--- src/adcs_defines.svh ---
// constants for the converter setup and serial port block
// assumes inclusion by bare name from each file that uses its macros
`ifndef ADCS_DEFINES_SVH
`define ADCS_DEFINES_SVH

`define ADCS_CFG_W      12
`define ADCS_RES_W      21
`define ADCS_OSR_W      6
`define ADCS_CNT_W      7
`define ADCS_MSB_SB     19
`define ADCS_MSB_TC     20
`define ADCS_AW         12
`define ADCS_OFS_CTRL   12'h000
`define ADCS_OFS_STAT   12'h004
`define ADCS_OFS_RES    12'h008
`define ADCS_OFS_CFG    12'h00C
`define ADCS_CTRL_CONT  0
`define ADCS_CTRL_TEST  1
`define ADCS_CTRL_RST   2'h0
`define ADCS_RESP_OK    2'h0
`define ADCS_RESP_ERR   2'h2

`endif

--- src/adcs_pkg.sv ---
// types shared by the converter setup and serial port block
// assumes adcs_defines.svh is on the include path
`include "adcs_defines.svh"
package adcs_pkg;

  typedef enum logic [2:0] {
    ST_IDLE    = 3'b001,
    ST_COLLECT = 3'b010,
    ST_HOLD    = 3'b100
  } adcs_state_t;

  // 12-bit setup word, first bit shifted in ends at fmt_twos
  typedef struct packed {
    logic                   fmt_twos;
    logic [4:0]             spare;
    logic [`ADCS_OSR_W-1:0] osr;
  } adcs_cfg_t;

  // pins from outside the mclk domain, synchronised as one group
  typedef struct packed {
    logic dclk;
    logic din;
    logic xmit_n;
    logic rdsel;
    logic setup_din;
    logic setup_rst_n;
    logic trig_n;
    logic test;
  } adcs_pins_t;

endpackage

--- src/adcs_top.sv ---
// digital control and serial port of a charge-integrating converter
// assumes mclk is the system clock; pins are asynchronous to it
// Notes on behaviour
// host transmits only after data valid
// host holds transmit until chain emptied
// readback high selects result onto output
// readback low loads setup copy on rise
// setup copy sits between chain in, out
// readback leaves result and conversion untouched
// setup word is twelve bits
// twelve rising data clocks capture setup bits
// setup reset clears setup register only
// test input connects test current source
// async trigger held at least M clocks
// continuous trigger shorter than M-1 clocks
// async: integration restarts on trigger release
// data valid falls with system clock
// transmit low raises valid, drives data
// transmit high floats serial output
// host lowers data clock before transmit
// host releases setup reset before capture
// overflow flags clear on system clock
// single part transmits within LxN-21 clocks
// output advances after falling data clock
// continuous: restart exactly M clocks after
// result 21-bit twos or 20-bit straight, msb first
// chain bits follow own result bits
// data valid held until transmit
`timescale 1ns/1ps
`include "adcs_defines.svh"
module adcs_top
  import adcs_pkg::*;
(
  input  wire logic                   mclk,
  input  wire logic                   resetn,
  input  wire logic                   awvalid,
  output logic                        awready,
  input  wire logic [31:0]            awaddr,
  input  wire logic                   wvalid,
  output logic                        wready,
  input  wire logic [31:0]            wdata,
  input  wire logic [3:0]             wstrb,
  output logic                        bvalid,
  input  wire logic                   bready,
  output logic [1:0]                  bresp,
  input  wire logic                   arvalid,
  output logic                        arready,
  input  wire logic [31:0]            araddr,
  output logic                        rvalid,
  input  wire logic                   rready,
  output logic [31:0]                 rdata,
  output logic [1:0]                  rresp,
  input  wire logic                   dclk,
  input  wire logic                   din,
  input  wire logic                   xmit_n,
  input  wire logic                   rdsel,
  input  wire logic                   setup_din,
  input  wire logic                   setup_rst_n,
  input  wire logic                   final_point_trigger_n,
  input  wire logic                   test_in,
  input  wire logic [`ADCS_RES_W-1:0] conv_result,
  input  wire logic                   ovf_pos_in,
  input  wire logic                   ovf_neg_in,
  output logic                        dout,
  output logic                        dout_oe,
  output logic                        data_valid_n,
  output logic                        ovf_pos_pull,
  output logic                        ovf_neg_pull,
  output logic                        test_src_en,
  output logic                        integ_start
);
  // ----------------------------------------
  // pin synchronisers and edge finding
  // ----------------------------------------
  adcs_pins_t pins_raw;
  adcs_pins_t pins_s;
  logic       dclk_d_r;
  logic       xmit_d_r;
  logic       trig_d_r;
  logic       dclk_rise;
  logic       dclk_fall;
  logic       tx_on;
  logic       tx_start;
  logic       trig_rise;

  assign pins_raw = '{dclk: dclk, din: din, xmit_n: xmit_n, rdsel: rdsel,
                      setup_din: setup_din, setup_rst_n: setup_rst_n,
                      trig_n: final_point_trigger_n, test: test_in};

  // reset to the idle level of every pin, so no false edge follows reset
  adcs_sync #(.W($bits(adcs_pins_t)), .INI(8'h76)) u_sync (
    .clk   (mclk),
    .rst_n (resetn),
    .d     (pins_raw),
    .q     (pins_s)
  );

  always_ff @(posedge mclk or negedge resetn) begin
    if (!resetn) begin
      dclk_d_r <= 1'b0;
      xmit_d_r <= 1'b1;
      trig_d_r <= 1'b1;
    end else begin
      dclk_d_r <= pins_s.dclk;
      xmit_d_r <= pins_s.xmit_n;
      trig_d_r <= pins_s.trig_n;
    end
  end

  assign dclk_rise = pins_s.dclk & ~dclk_d_r;
  assign dclk_fall = ~pins_s.dclk & dclk_d_r;
  assign tx_on     = ~pins_s.xmit_n;
  assign tx_start  = tx_on & xmit_d_r;
  assign trig_rise = pins_s.trig_n & ~trig_d_r;

  // ----------------------------------------
  // setup word capture
  // ----------------------------------------
  adcs_cfg_t        cfg_r;
  adcs_cfg_t        cfg_nxt;
  logic [3:0]       cap_cnt_r;
  logic [3:0]       cap_cnt_nxt;

  always_comb begin
    cfg_nxt     = cfg_r;
    cap_cnt_nxt = cap_cnt_r;
    if (!pins_s.setup_rst_n) begin
      cfg_nxt     = '0;
      cap_cnt_nxt = 4'(`ADCS_CFG_W);
    end else if (dclk_rise && cap_cnt_r != 4'h0) begin
      cfg_nxt     = adcs_cfg_t'({cfg_r[`ADCS_CFG_W-2:0], pins_s.setup_din});
      cap_cnt_nxt = cap_cnt_r - 4'h1;
    end
  end

  // setup reset acts only here, through its synchronised level
  always_ff @(posedge mclk or negedge resetn) begin
    if (!resetn) begin
      cfg_r     <= '0;
      cap_cnt_r <= 4'h0;
    end else begin
      cfg_r     <= cfg_nxt;
      cap_cnt_r <= cap_cnt_nxt;
    end
  end

  // ----------------------------------------
  // conversion timing and handshake
  // ----------------------------------------
  adcs_state_t            st_r;
  adcs_state_t            st_nxt;
  logic [`ADCS_CNT_W-1:0] cnt_r;
  logic [`ADCS_CNT_W-1:0] cnt_nxt;
  logic [`ADCS_CNT_W-1:0] m_cnt;
  logic                   cont_r;
  logic                   cont_nxt;
  logic                   istart_r;
  logic                   istart_nxt;
  logic                   dv_n_r;
  logic                   dv_n_nxt;
  logic                   ovfp_r;
  logic                   ovfp_nxt;
  logic                   ovfn_r;
  logic                   ovfn_nxt;
  logic                   ovf_clr_r;
  logic                   ovf_clr_nxt;
  logic [`ADCS_RES_W-1:0] res_hold_r;
  logic [`ADCS_RES_W-1:0] res_hold_nxt;
  logic                   done;
  logic                   coll;
  logic [1:0]             ctrl_r;

  assign m_cnt = {1'b0, cfg_r.osr} + 7'h01;
  assign coll  = (st_r == ST_COLLECT);

  always_comb begin
    st_nxt       = st_r;
    cnt_nxt      = cnt_r;
    cont_nxt     = cont_r;
    istart_nxt   = 1'b0;
    done         = 1'b0;
    res_hold_nxt = res_hold_r;
    unique case (st_r)
      ST_IDLE: begin
        if (!pins_s.trig_n) begin
          st_nxt   = ST_COLLECT;
          cnt_nxt  = 7'h01;
          cont_nxt = ctrl_r[`ADCS_CTRL_CONT];
        end
      end
      ST_COLLECT: begin
        if (cnt_r >= m_cnt) begin
          done         = 1'b1;
          res_hold_nxt = conv_result;
          if (cont_r) begin
            istart_nxt = 1'b1;
            st_nxt     = ST_IDLE;
          end else begin
            st_nxt = ST_HOLD;
          end
        end else begin
          cnt_nxt = cnt_r + 7'h01;
        end
      end
      ST_HOLD: begin
        // async mode waits for the trigger to be released
        if (trig_rise || pins_s.trig_n) begin
          istart_nxt = 1'b1;
          st_nxt     = ST_IDLE;
        end
      end
      default: begin
        st_nxt = ST_IDLE;
      end
    endcase
    // completion wins over a transmit seen in the same cycle
    dv_n_nxt    = done ? 1'b0 : (tx_start ? 1'b1 : dv_n_r);
    ovf_clr_nxt = tx_start & ~dv_n_r;
    ovfp_nxt    = (ovfp_r & ~ovf_clr_r) | (coll & ovf_pos_in);
    ovfn_nxt    = (ovfn_r & ~ovf_clr_r) | (coll & ovf_neg_in);
  end

  always_ff @(posedge mclk or negedge resetn) begin
    if (!resetn) begin
      st_r       <= ST_IDLE;
      cnt_r      <= '0;
      cont_r     <= 1'b0;
      istart_r   <= 1'b0;
      dv_n_r     <= 1'b1;
      ovf_clr_r  <= 1'b0;
      ovfp_r     <= 1'b0;
      ovfn_r     <= 1'b0;
      res_hold_r <= '0;
    end else begin
      st_r       <= st_nxt;
      cnt_r      <= cnt_nxt;
      cont_r     <= cont_nxt;
      istart_r   <= istart_nxt;
      dv_n_r     <= dv_n_nxt;
      ovf_clr_r  <= ovf_clr_nxt;
      ovfp_r     <= ovfp_nxt;
      ovfn_r     <= ovfn_nxt;
      res_hold_r <= res_hold_nxt;
    end
  end

  // ----------------------------------------
  // serial result and setup readback path
  // ----------------------------------------
  logic [`ADCS_RES_W-1:0] res_q;
  logic [`ADCS_CFG_W-1:0] rb_q;
  logic                   res_shift;
  logic                   rb_load;
  logic                   rb_shift;
  logic                   rb_loaded_r;
  logic                   rb_loaded_nxt;
  logic                   dout_r;
  logic                   dout_nxt;
  logic                   dout_oe_r;
  logic                   dout_oe_nxt;
  logic                   test_r;
  logic                   test_nxt;

  assign res_shift = dclk_fall & tx_on & pins_s.rdsel & ~done;
  assign rb_load   = dclk_rise & ~pins_s.rdsel & ~rb_loaded_r;
  assign rb_shift  = dclk_fall & tx_on & ~pins_s.rdsel;

  adcs_shift #(.W(`ADCS_RES_W)) u_res_sr (
    .clk      (mclk),
    .rst_n    (resetn),
    .load     (done),
    .load_val (conv_result),
    .shift    (res_shift),
    .sin      (pins_s.din),
    .q        (res_q)
  );

  // readback copy is separate, so the result register is never disturbed
  adcs_shift #(.W(`ADCS_CFG_W)) u_rb_sr (
    .clk      (mclk),
    .rst_n    (resetn),
    .load     (rb_load),
    .load_val (cfg_r),
    .shift    (rb_shift),
    .sin      (pins_s.din),
    .q        (rb_q)
  );

  always_comb begin
    rb_loaded_nxt = pins_s.rdsel ? 1'b0 : (rb_loaded_r | dclk_rise);
    if (pins_s.rdsel) begin
      // straight binary taps one bit lower, so chain bits follow after 20
      dout_nxt = cfg_r.fmt_twos ? res_q[`ADCS_MSB_TC] : res_q[`ADCS_MSB_SB];
    end else begin
      dout_nxt = rb_q[`ADCS_CFG_W-1];
    end
    dout_oe_nxt = tx_on;
    test_nxt    = pins_s.test | ctrl_r[`ADCS_CTRL_TEST];
  end

  always_ff @(posedge mclk or negedge resetn) begin
    if (!resetn) begin
      rb_loaded_r <= 1'b0;
      dout_r      <= 1'b0;
      dout_oe_r   <= 1'b0;
      test_r      <= 1'b0;
    end else begin
      rb_loaded_r <= rb_loaded_nxt;
      dout_r      <= dout_nxt;
      dout_oe_r   <= dout_oe_nxt;
      test_r      <= test_nxt;
    end
  end

  // ----------------------------------------
  // register slave
  // ----------------------------------------
  logic                   aw_have_r, aw_have_nxt, w_have_r, w_have_nxt;
  logic [`ADCS_AW-1:0]    aw_addr_r, aw_addr_nxt;
  logic [31:0]            w_data_r, w_data_nxt;
  logic                   w_strb0_r, w_strb0_nxt;
  logic                   awready_r, awready_nxt, wready_r, wready_nxt;
  logic                   bvalid_r, bvalid_nxt, arready_r, arready_nxt;
  logic                   rvalid_r, rvalid_nxt;
  logic [1:0]             bresp_r, bresp_nxt, rresp_r, rresp_nxt;
  logic [31:0]            rdata_r, rdata_nxt;
  logic [1:0]             ctrl_nxt;

  function automatic logic is_mapped(input logic [31:0] a);
    is_mapped = (a[31:`ADCS_AW] == '0) &&
                (a[`ADCS_AW-1:0] == `ADCS_OFS_CTRL || a[`ADCS_AW-1:0] == `ADCS_OFS_STAT ||
                 a[`ADCS_AW-1:0] == `ADCS_OFS_RES || a[`ADCS_AW-1:0] == `ADCS_OFS_CFG);
  endfunction

  always_comb begin
    aw_have_nxt = aw_have_r | (awvalid & awready_r);
    aw_addr_nxt = (awvalid & awready_r) ? awaddr[`ADCS_AW-1:0] : aw_addr_r;
    w_have_nxt  = w_have_r | (wvalid & wready_r);
    w_data_nxt  = (wvalid & wready_r) ? wdata : w_data_r;
    w_strb0_nxt = (wvalid & wready_r) ? wstrb[0] : w_strb0_r;
    bvalid_nxt  = bvalid_r & ~bready;
    bresp_nxt   = bresp_r;
    ctrl_nxt    = ctrl_r;
    if (aw_have_r && w_have_r && !bvalid_r) begin
      aw_have_nxt = 1'b0;
      w_have_nxt  = 1'b0;
      bvalid_nxt  = 1'b1;
      bresp_nxt   = is_mapped({20'h00000, aw_addr_r}) ? `ADCS_RESP_OK : `ADCS_RESP_ERR;
      if (aw_addr_r == `ADCS_OFS_CTRL && w_strb0_r) begin
        ctrl_nxt = w_data_r[1:0];
      end
    end
    awready_nxt = ~aw_have_nxt & ~bvalid_nxt;
    wready_nxt  = ~w_have_nxt & ~bvalid_nxt;
    rvalid_nxt  = rvalid_r & ~rready;
    rdata_nxt   = rdata_r;
    rresp_nxt   = rresp_r;
    if (arvalid && arready_r) begin
      rvalid_nxt = 1'b1;
      rresp_nxt  = is_mapped(araddr) ? `ADCS_RESP_OK : `ADCS_RESP_ERR;
      unique case (araddr[`ADCS_AW-1:0])
        `ADCS_OFS_CTRL: rdata_nxt = {30'h0000000, ctrl_r};
        `ADCS_OFS_STAT: rdata_nxt = {24'h000000, 1'b0, st_r, ovfn_r, ovfp_r, ~dv_n_r,
                                     cap_cnt_r == 4'h0};
        `ADCS_OFS_RES:  rdata_nxt = {11'h00, res_hold_r};
        `ADCS_OFS_CFG:  rdata_nxt = {20'h00000, cfg_r};
        default:        rdata_nxt = 32'h00000000;
      endcase
      if (!is_mapped(araddr)) begin
        rdata_nxt = 32'h00000000;
      end
    end
    arready_nxt = ~rvalid_nxt;
  end

  always_ff @(posedge mclk or negedge resetn) begin
    if (!resetn) begin
      {aw_have_r, w_have_r, w_strb0_r, bvalid_r, rvalid_r} <= 5'h00;
      {awready_r, wready_r, arready_r} <= 3'h0;
      aw_addr_r <= '0;
      w_data_r  <= 32'h00000000;
      bresp_r   <= `ADCS_RESP_OK;
      rresp_r   <= `ADCS_RESP_OK;
      rdata_r   <= 32'h00000000;
      ctrl_r    <= `ADCS_CTRL_RST;
    end else begin
      {aw_have_r, w_have_r, w_strb0_r} <= {aw_have_nxt, w_have_nxt, w_strb0_nxt};
      {bvalid_r, rvalid_r} <= {bvalid_nxt, rvalid_nxt};
      {awready_r, wready_r, arready_r} <= {awready_nxt, wready_nxt, arready_nxt};
      aw_addr_r <= aw_addr_nxt;
      w_data_r  <= w_data_nxt;
      bresp_r   <= bresp_nxt;
      rresp_r   <= rresp_nxt;
      rdata_r   <= rdata_nxt;
      ctrl_r    <= ctrl_nxt;
    end
  end

  assign {awready, wready, arready} = {awready_r, wready_r, arready_r};
  assign {bvalid, bresp, rvalid, rresp, rdata} = {bvalid_r, bresp_r, rvalid_r, rresp_r, rdata_r};
  assign {dout, dout_oe, data_valid_n} = {dout_r, dout_oe_r, dv_n_r};
  assign {ovf_pos_pull, ovf_neg_pull} = {ovfp_r, ovfn_r};
  assign {test_src_en, integ_start} = {test_r, istart_r};
endmodule

--- src/adcs_sync.sv ---
// two-flop synchroniser for a group of asynchronous pins
// assumes inputs may change at any time relative to clk
`timescale 1ns/1ps
module adcs_sync #(
  parameter int          W   = 8,
  parameter logic [W-1:0] INI = '0
) (
  input  wire logic         clk,
  input  wire logic         rst_n,
  input  wire logic [W-1:0] d,
  output logic      [W-1:0] q
);
  logic [W-1:0] meta_r;
  logic [W-1:0] q_r;

  always_ff @(posedge clk or negedge rst_n) begin
    if (!rst_n) begin
      meta_r <= INI;
      q_r    <= INI;
    end else begin
      meta_r <= d;
      q_r    <= meta_r;
    end
  end
  assign q = q_r;
endmodule

--- src/adcs_shift.sv ---
// loadable shift register, serial in at bit 0, msb first out
// assumes load and shift are single mclk enables
`timescale 1ns/1ps
module adcs_shift #(
  parameter int W = 21
) (
  input  wire logic         clk,
  input  wire logic         rst_n,
  input  wire logic         load,
  input  wire logic [W-1:0] load_val,
  input  wire logic         shift,
  input  wire logic         sin,
  output logic      [W-1:0] q
);
  logic [W-1:0] q_r;
  logic [W-1:0] q_nxt;

  always_comb begin
    q_nxt = q_r;
    if (load) begin
      q_nxt = load_val;
    end else if (shift) begin
      q_nxt = {q_r[W-2:0], sin};
    end
  end

  always_ff @(posedge clk or negedge rst_n) begin
    if (!rst_n) begin
      q_r <= '0;
    end else begin
      q_r <= q_nxt;
    end
  end
  assign q = q_r;
endmodule

--- config.mk ---
export PLATFORM = sky130hd
export DESIGN_NAME = adcs_top
export DESIGN_NICKNAME = d
export VERILOG_FILES = /design/src/adcs_pkg.sv /design/src/adcs_top.sv /design/src/adcs_sync.sv /design/src/adcs_shift.sv
export VERILOG_INCLUDE_DIRS = /design/src
export SDC_FILE = /design/constraint.sdc
export NUM_CORES = 1
export LEC_CHECK = 0
export BUFFER_PORTS_ARGS = -buffer_cell sky130_fd_sc_hd__buf_2
export CAP_MARGIN = 40
export CORE_MARGIN = 1.5
export CORE_UTILIZATION = 40
export CTS_CLUSTER_SIZE = 40
export DETAILED_ROUTE_END_ITERATION = 8
export GPL_ROUTABILITY_DRIVEN = 0
export GPL_TIMING_DRIVEN = 0
export PLACE_DENSITY = 0.64
export SYNTH_ARGS = -nofsm -noshare
export SYNTH_HDL_FRONTEND = slang
export SYNTH_SLANG_ARGS = --single-unit
--- constraint.sdc ---
create_clock -name mclk -period 4.4 [get_ports mclk]
set_clock_uncertainty 0.2 [all_clocks]
set_input_delay 0.22 -clock mclk [delete_from_list [all_inputs] [get_ports mclk]]
set_output_delay 0.22 -clock mclk [all_outputs]
set_load 0.05 [all_outputs]
==> run_results.csv <==
group,metric,value,unit
outcome,status,"completed",
route,vias,5213,
hold_path,hold_class,"in -> reg",
cells_and_area,multi_input_area,2530,µm²
floorplanning,dieHeight,133,µm
cells_and_area,diodes,0,
cells_and_area,ff_latch_area,3890,µm²
clock_network,cts.reportedPaths.clkPinSlew,0.07,ns
clock_network,clockBufferDepth,2,
timing,fin_setup_tns,0,ns
grt,grt.busiest_layer,"met2",
cells_and_area,layout-drive-gt1-share,0.268,
grt,grt.total_usage,0.186,
timing,max_freq,327,MHz
grt,grt_overflow,0,
synth,synth_edf_count,0,
setup_path,path_common_cell,"nand3_1",
synth,yosysSeqAreaShare,0.577,
setup_path,endpoint_kind,"flop",
timing,slew_headroom,0.491,
cells_and_area,nets,956,
power_and_ir_drop,vdd_drop_max,0.279,mV
timing,drv_slew,0,
synth,ys.flop_type,"dfrtp_1",
route,routed_via_density,5.01,
timing,rsz0062_at_grt,"false",
clock_network,worstSkewPairLatency,0.43,ns
synth,async_flop_share,1.00,
synth,syn-instance-count,600,
floorplanning,dieWidth,133,µm
route,wl_per_cell,15.1,µm
setup_path,path_max_fanout,10,
timing,worst_slew_pin_slew,0.763,ns
clock_network,clock_sinks,155,
grt,grt_pass1_vias,5206,
setup_path,crit_slowest_cell,"dfrtp_1",
setup_path,criticalPathCategory,"reg -> reg",
grt,grt_max_degree,84,
grt,use_met3,0.0418,
clock_network,htreeDepth,4,
place,port_buffers,119,
setup_path,worstRegToRegCells,11,
clock_network,cts_hold_buffers,56,
floorplanning,dieArea,17700,µm²
route,drt_iter0_drc,281,
setup_path,critPathLaunchType,"flop",
power_and_ir_drop,pwr_density_cell,530,nW/µm²
synth,ys_seq_elements,155,
timing,fin_crit_sh,0.696,
floorplanning,boundaryPins,186,
synth,synthDistinctLibCells,51,
place,placed_cells,953,
setup_path,required,4.55,ns
power_and_ir_drop,p_leak,4.08,nW
place,dpl_cell_area,7710,µm²
synth,ys_warn_count,0,
clock_network,cts_resized,0,
grt,met1_usage,0.237,
power_and_ir_drop,power.total,4.71,mW
hold_path,whs_path_depth,5,
clock_network,cts_buffers,17,
timing,finalHoldViolCount,0,
grt,grt_pass1_wl,25900,µm
cells_and_area,final_common_cell,"dfrtp_1",
route,dr.pass1.iters,5,
route,routed_wl,15700,µm
clock_network,cts-root-buf,"clkbuf_16",
cells_and_area,instances_no_fill,1041,
route,postRouteAntennaNets,0,
synth,synthesis.area,6760,µm²
grt,groute.layer.met2.usage,0.308,
place,hpwl,11100,µm
synth,avgSynthCellArea,11.3,µm²
cells_and_area,stdcell_area,8880,µm²
cells_and_area,area_delta_synth_final,31.5,%
setup_path,path_cells,"ha_1, and3_1, nand3_1, ha_1, nand3_1, and2_1, o21ai_1, buf_2, buf_1, nand3_1, o21ai_0",
floorplanning,core,16500,µm²
run,maxCapViolations,0,
floorplanning,initial_core_util,0.409,
route,drc,0,
grt,antenna_found_initial,0,
setup_path,critPathArrivalTime,3.21,ns
cells_and_area,layout_common_cells,"142 x dfrtp_1, 124 x buf_2, 56 x dlygate4sd3_1, 53 x o21ai_0, 47 x nand2_1",
clock_network,cts_tree,"yes",
timing,period_needed,3.06,ns
timing,setup_viol_count_final,0,
floorplanning,row_count,47,
cells_and_area,fillers,1430,
clock_network,post_cts_buffers,0,
setup_path,slowest_delay,0.51,ns
synth_stat cells, drive strengths merged (4+ instances only):
library cell | count | share of area
nand2b | 5 | 0.0046
nand2 | 47 | 0.026
mux2i | 39 | 0.058
nor3b | 4 | 0.0052
and3 | 6 | 0.0056
clkbuf | 17 | 0.011
nor2 | 31 | 0.020
a21boi | 12 | 0.013
dfrtp | 142 | 0.53
a22o | 21 | 0.027
buf | 25 | 0.025
and2 | 4 | 0.0037
nand3b | 4 | 0.0044
o21ai | 58 | 0.043
nor4 | 12 | 0.012
nor3 | 4 | 0.0030
dfstp | 13 | 0.051
nor2b | 8 | 0.0074
inv | 36 | 0.020
ha | 10 | 0.019
nand3 | 30 | 0.022
mux2 | 22 | 0.037
a21oi | 21 | 0.016
xnor2 | 5 | 0.0065
final timing paths:
| kind | startpoint | end | slack [ns] |
|---|---|---|---|
| max | cfg_r[0] | u_res_sr.q[14] | 1.34 |
| min | araddr[30] | rresp[1] | 0.03 |
| max reg2reg | cfg_r[0] | u_res_sr.q[14] | 1.34 |
| min reg2reg | u_sync.meta_r[0] | u_sync.q[0] | 0.15 |
| max in group asynchronous | resetn | u_res_sr.q[13] | 2.97 |
| min in group asynchronous | resetn | aw_addr_r[1] | 0.22 |
power breakdown:
| part | total (mW) | switching, mW | leakage, nW | internal [mW] |
|---|---|---|---|---|
| clock network | 1.52 | 0.616 | 0.289 | 0.908 |
| logic | 1.15 | 0.672 | 1.90 | 0.475 |
| registers | 2.04 | 0.220 | 1.90 | 1.82 |
metrics by stage:
step	setup WS, ns	utilization	hold slack [ns]
6_report	1.34	0.538	0.0254
5_1_grt	1.06	0.538	0.0784
4_1_cts	1.31	0.538	0.0128
3_5_place_dp	1.33	0.467	0.127
3_3_place_gp	0.750	0.464	0.125
2_1_floorplan	1.91	-	-0.276
flip-flops by register name, indices dropped and copies added, names as in the netlist, 2 cells and up:
name           cells
cap_cnt_r          4
res_hold_r        21
u_sync.meta_r      8
u_rb_sr.q         12
rdata             21
ctrl_r             2
cnt_r              7
cfg_r             12
u_sync.q           8
u_res_sr.q        21
aw_addr_r         12
w_data_r           2
st_r               3
critical path, delay by kind of cell (launching register included):
family | cells | cell delay [ns]
and+or+nand+nor | 5 | 0.77
buffers and inverters | 2 | 0.67
adders and majority gates | 2 | 0.56
DFF | 1 | 0.51
AOI/OAI and AO/OA | 2 | 0.27
layer usage:
metal | wire [µm] | up-vias
met5 | 0 | -
met4 | 301 | 0
met3 | 756 | 20
met2 | 7680 | 140
met1 | 6940 | 2558
li1 | - | 2495
final cells by class:
cell class | count | share of cell area
multi-input cells | 379 | 0.284
clock inverters | 13 | 0.0201
repair buffers | 177 | 0.135
plain buffers | 42 | 0.0275
clock buffers | 19 | 0.0487
well taps | 220 | 0.0310
flip-flops and latches | 155 | 0.439
inverters | 36 | 0.0152
kinds of logic (layout without fill, tap and decap cells):
| kind of cell | Yosys count | in the layout | synth area share |
|---|---|---|---|
| buffers and inverters | 78 | 287 | 0.0561 |
| adders and majority gates | 10 | 10 | 0.0185 |
| muxes | 63 | 63 | 0.101 |
| AOI/OAI and AO/OA | 123 | 123 | 0.114 |
| other | 1 | 13 | 0.000555 |
| and+or+nand+nor | 163 | 163 | 0.124 |
| DFF | 155 | 155 | 0.577 |
| xor gates and xnor gates | 7 | 7 | 0.00908 |
(Power assumes the default switching activity.)
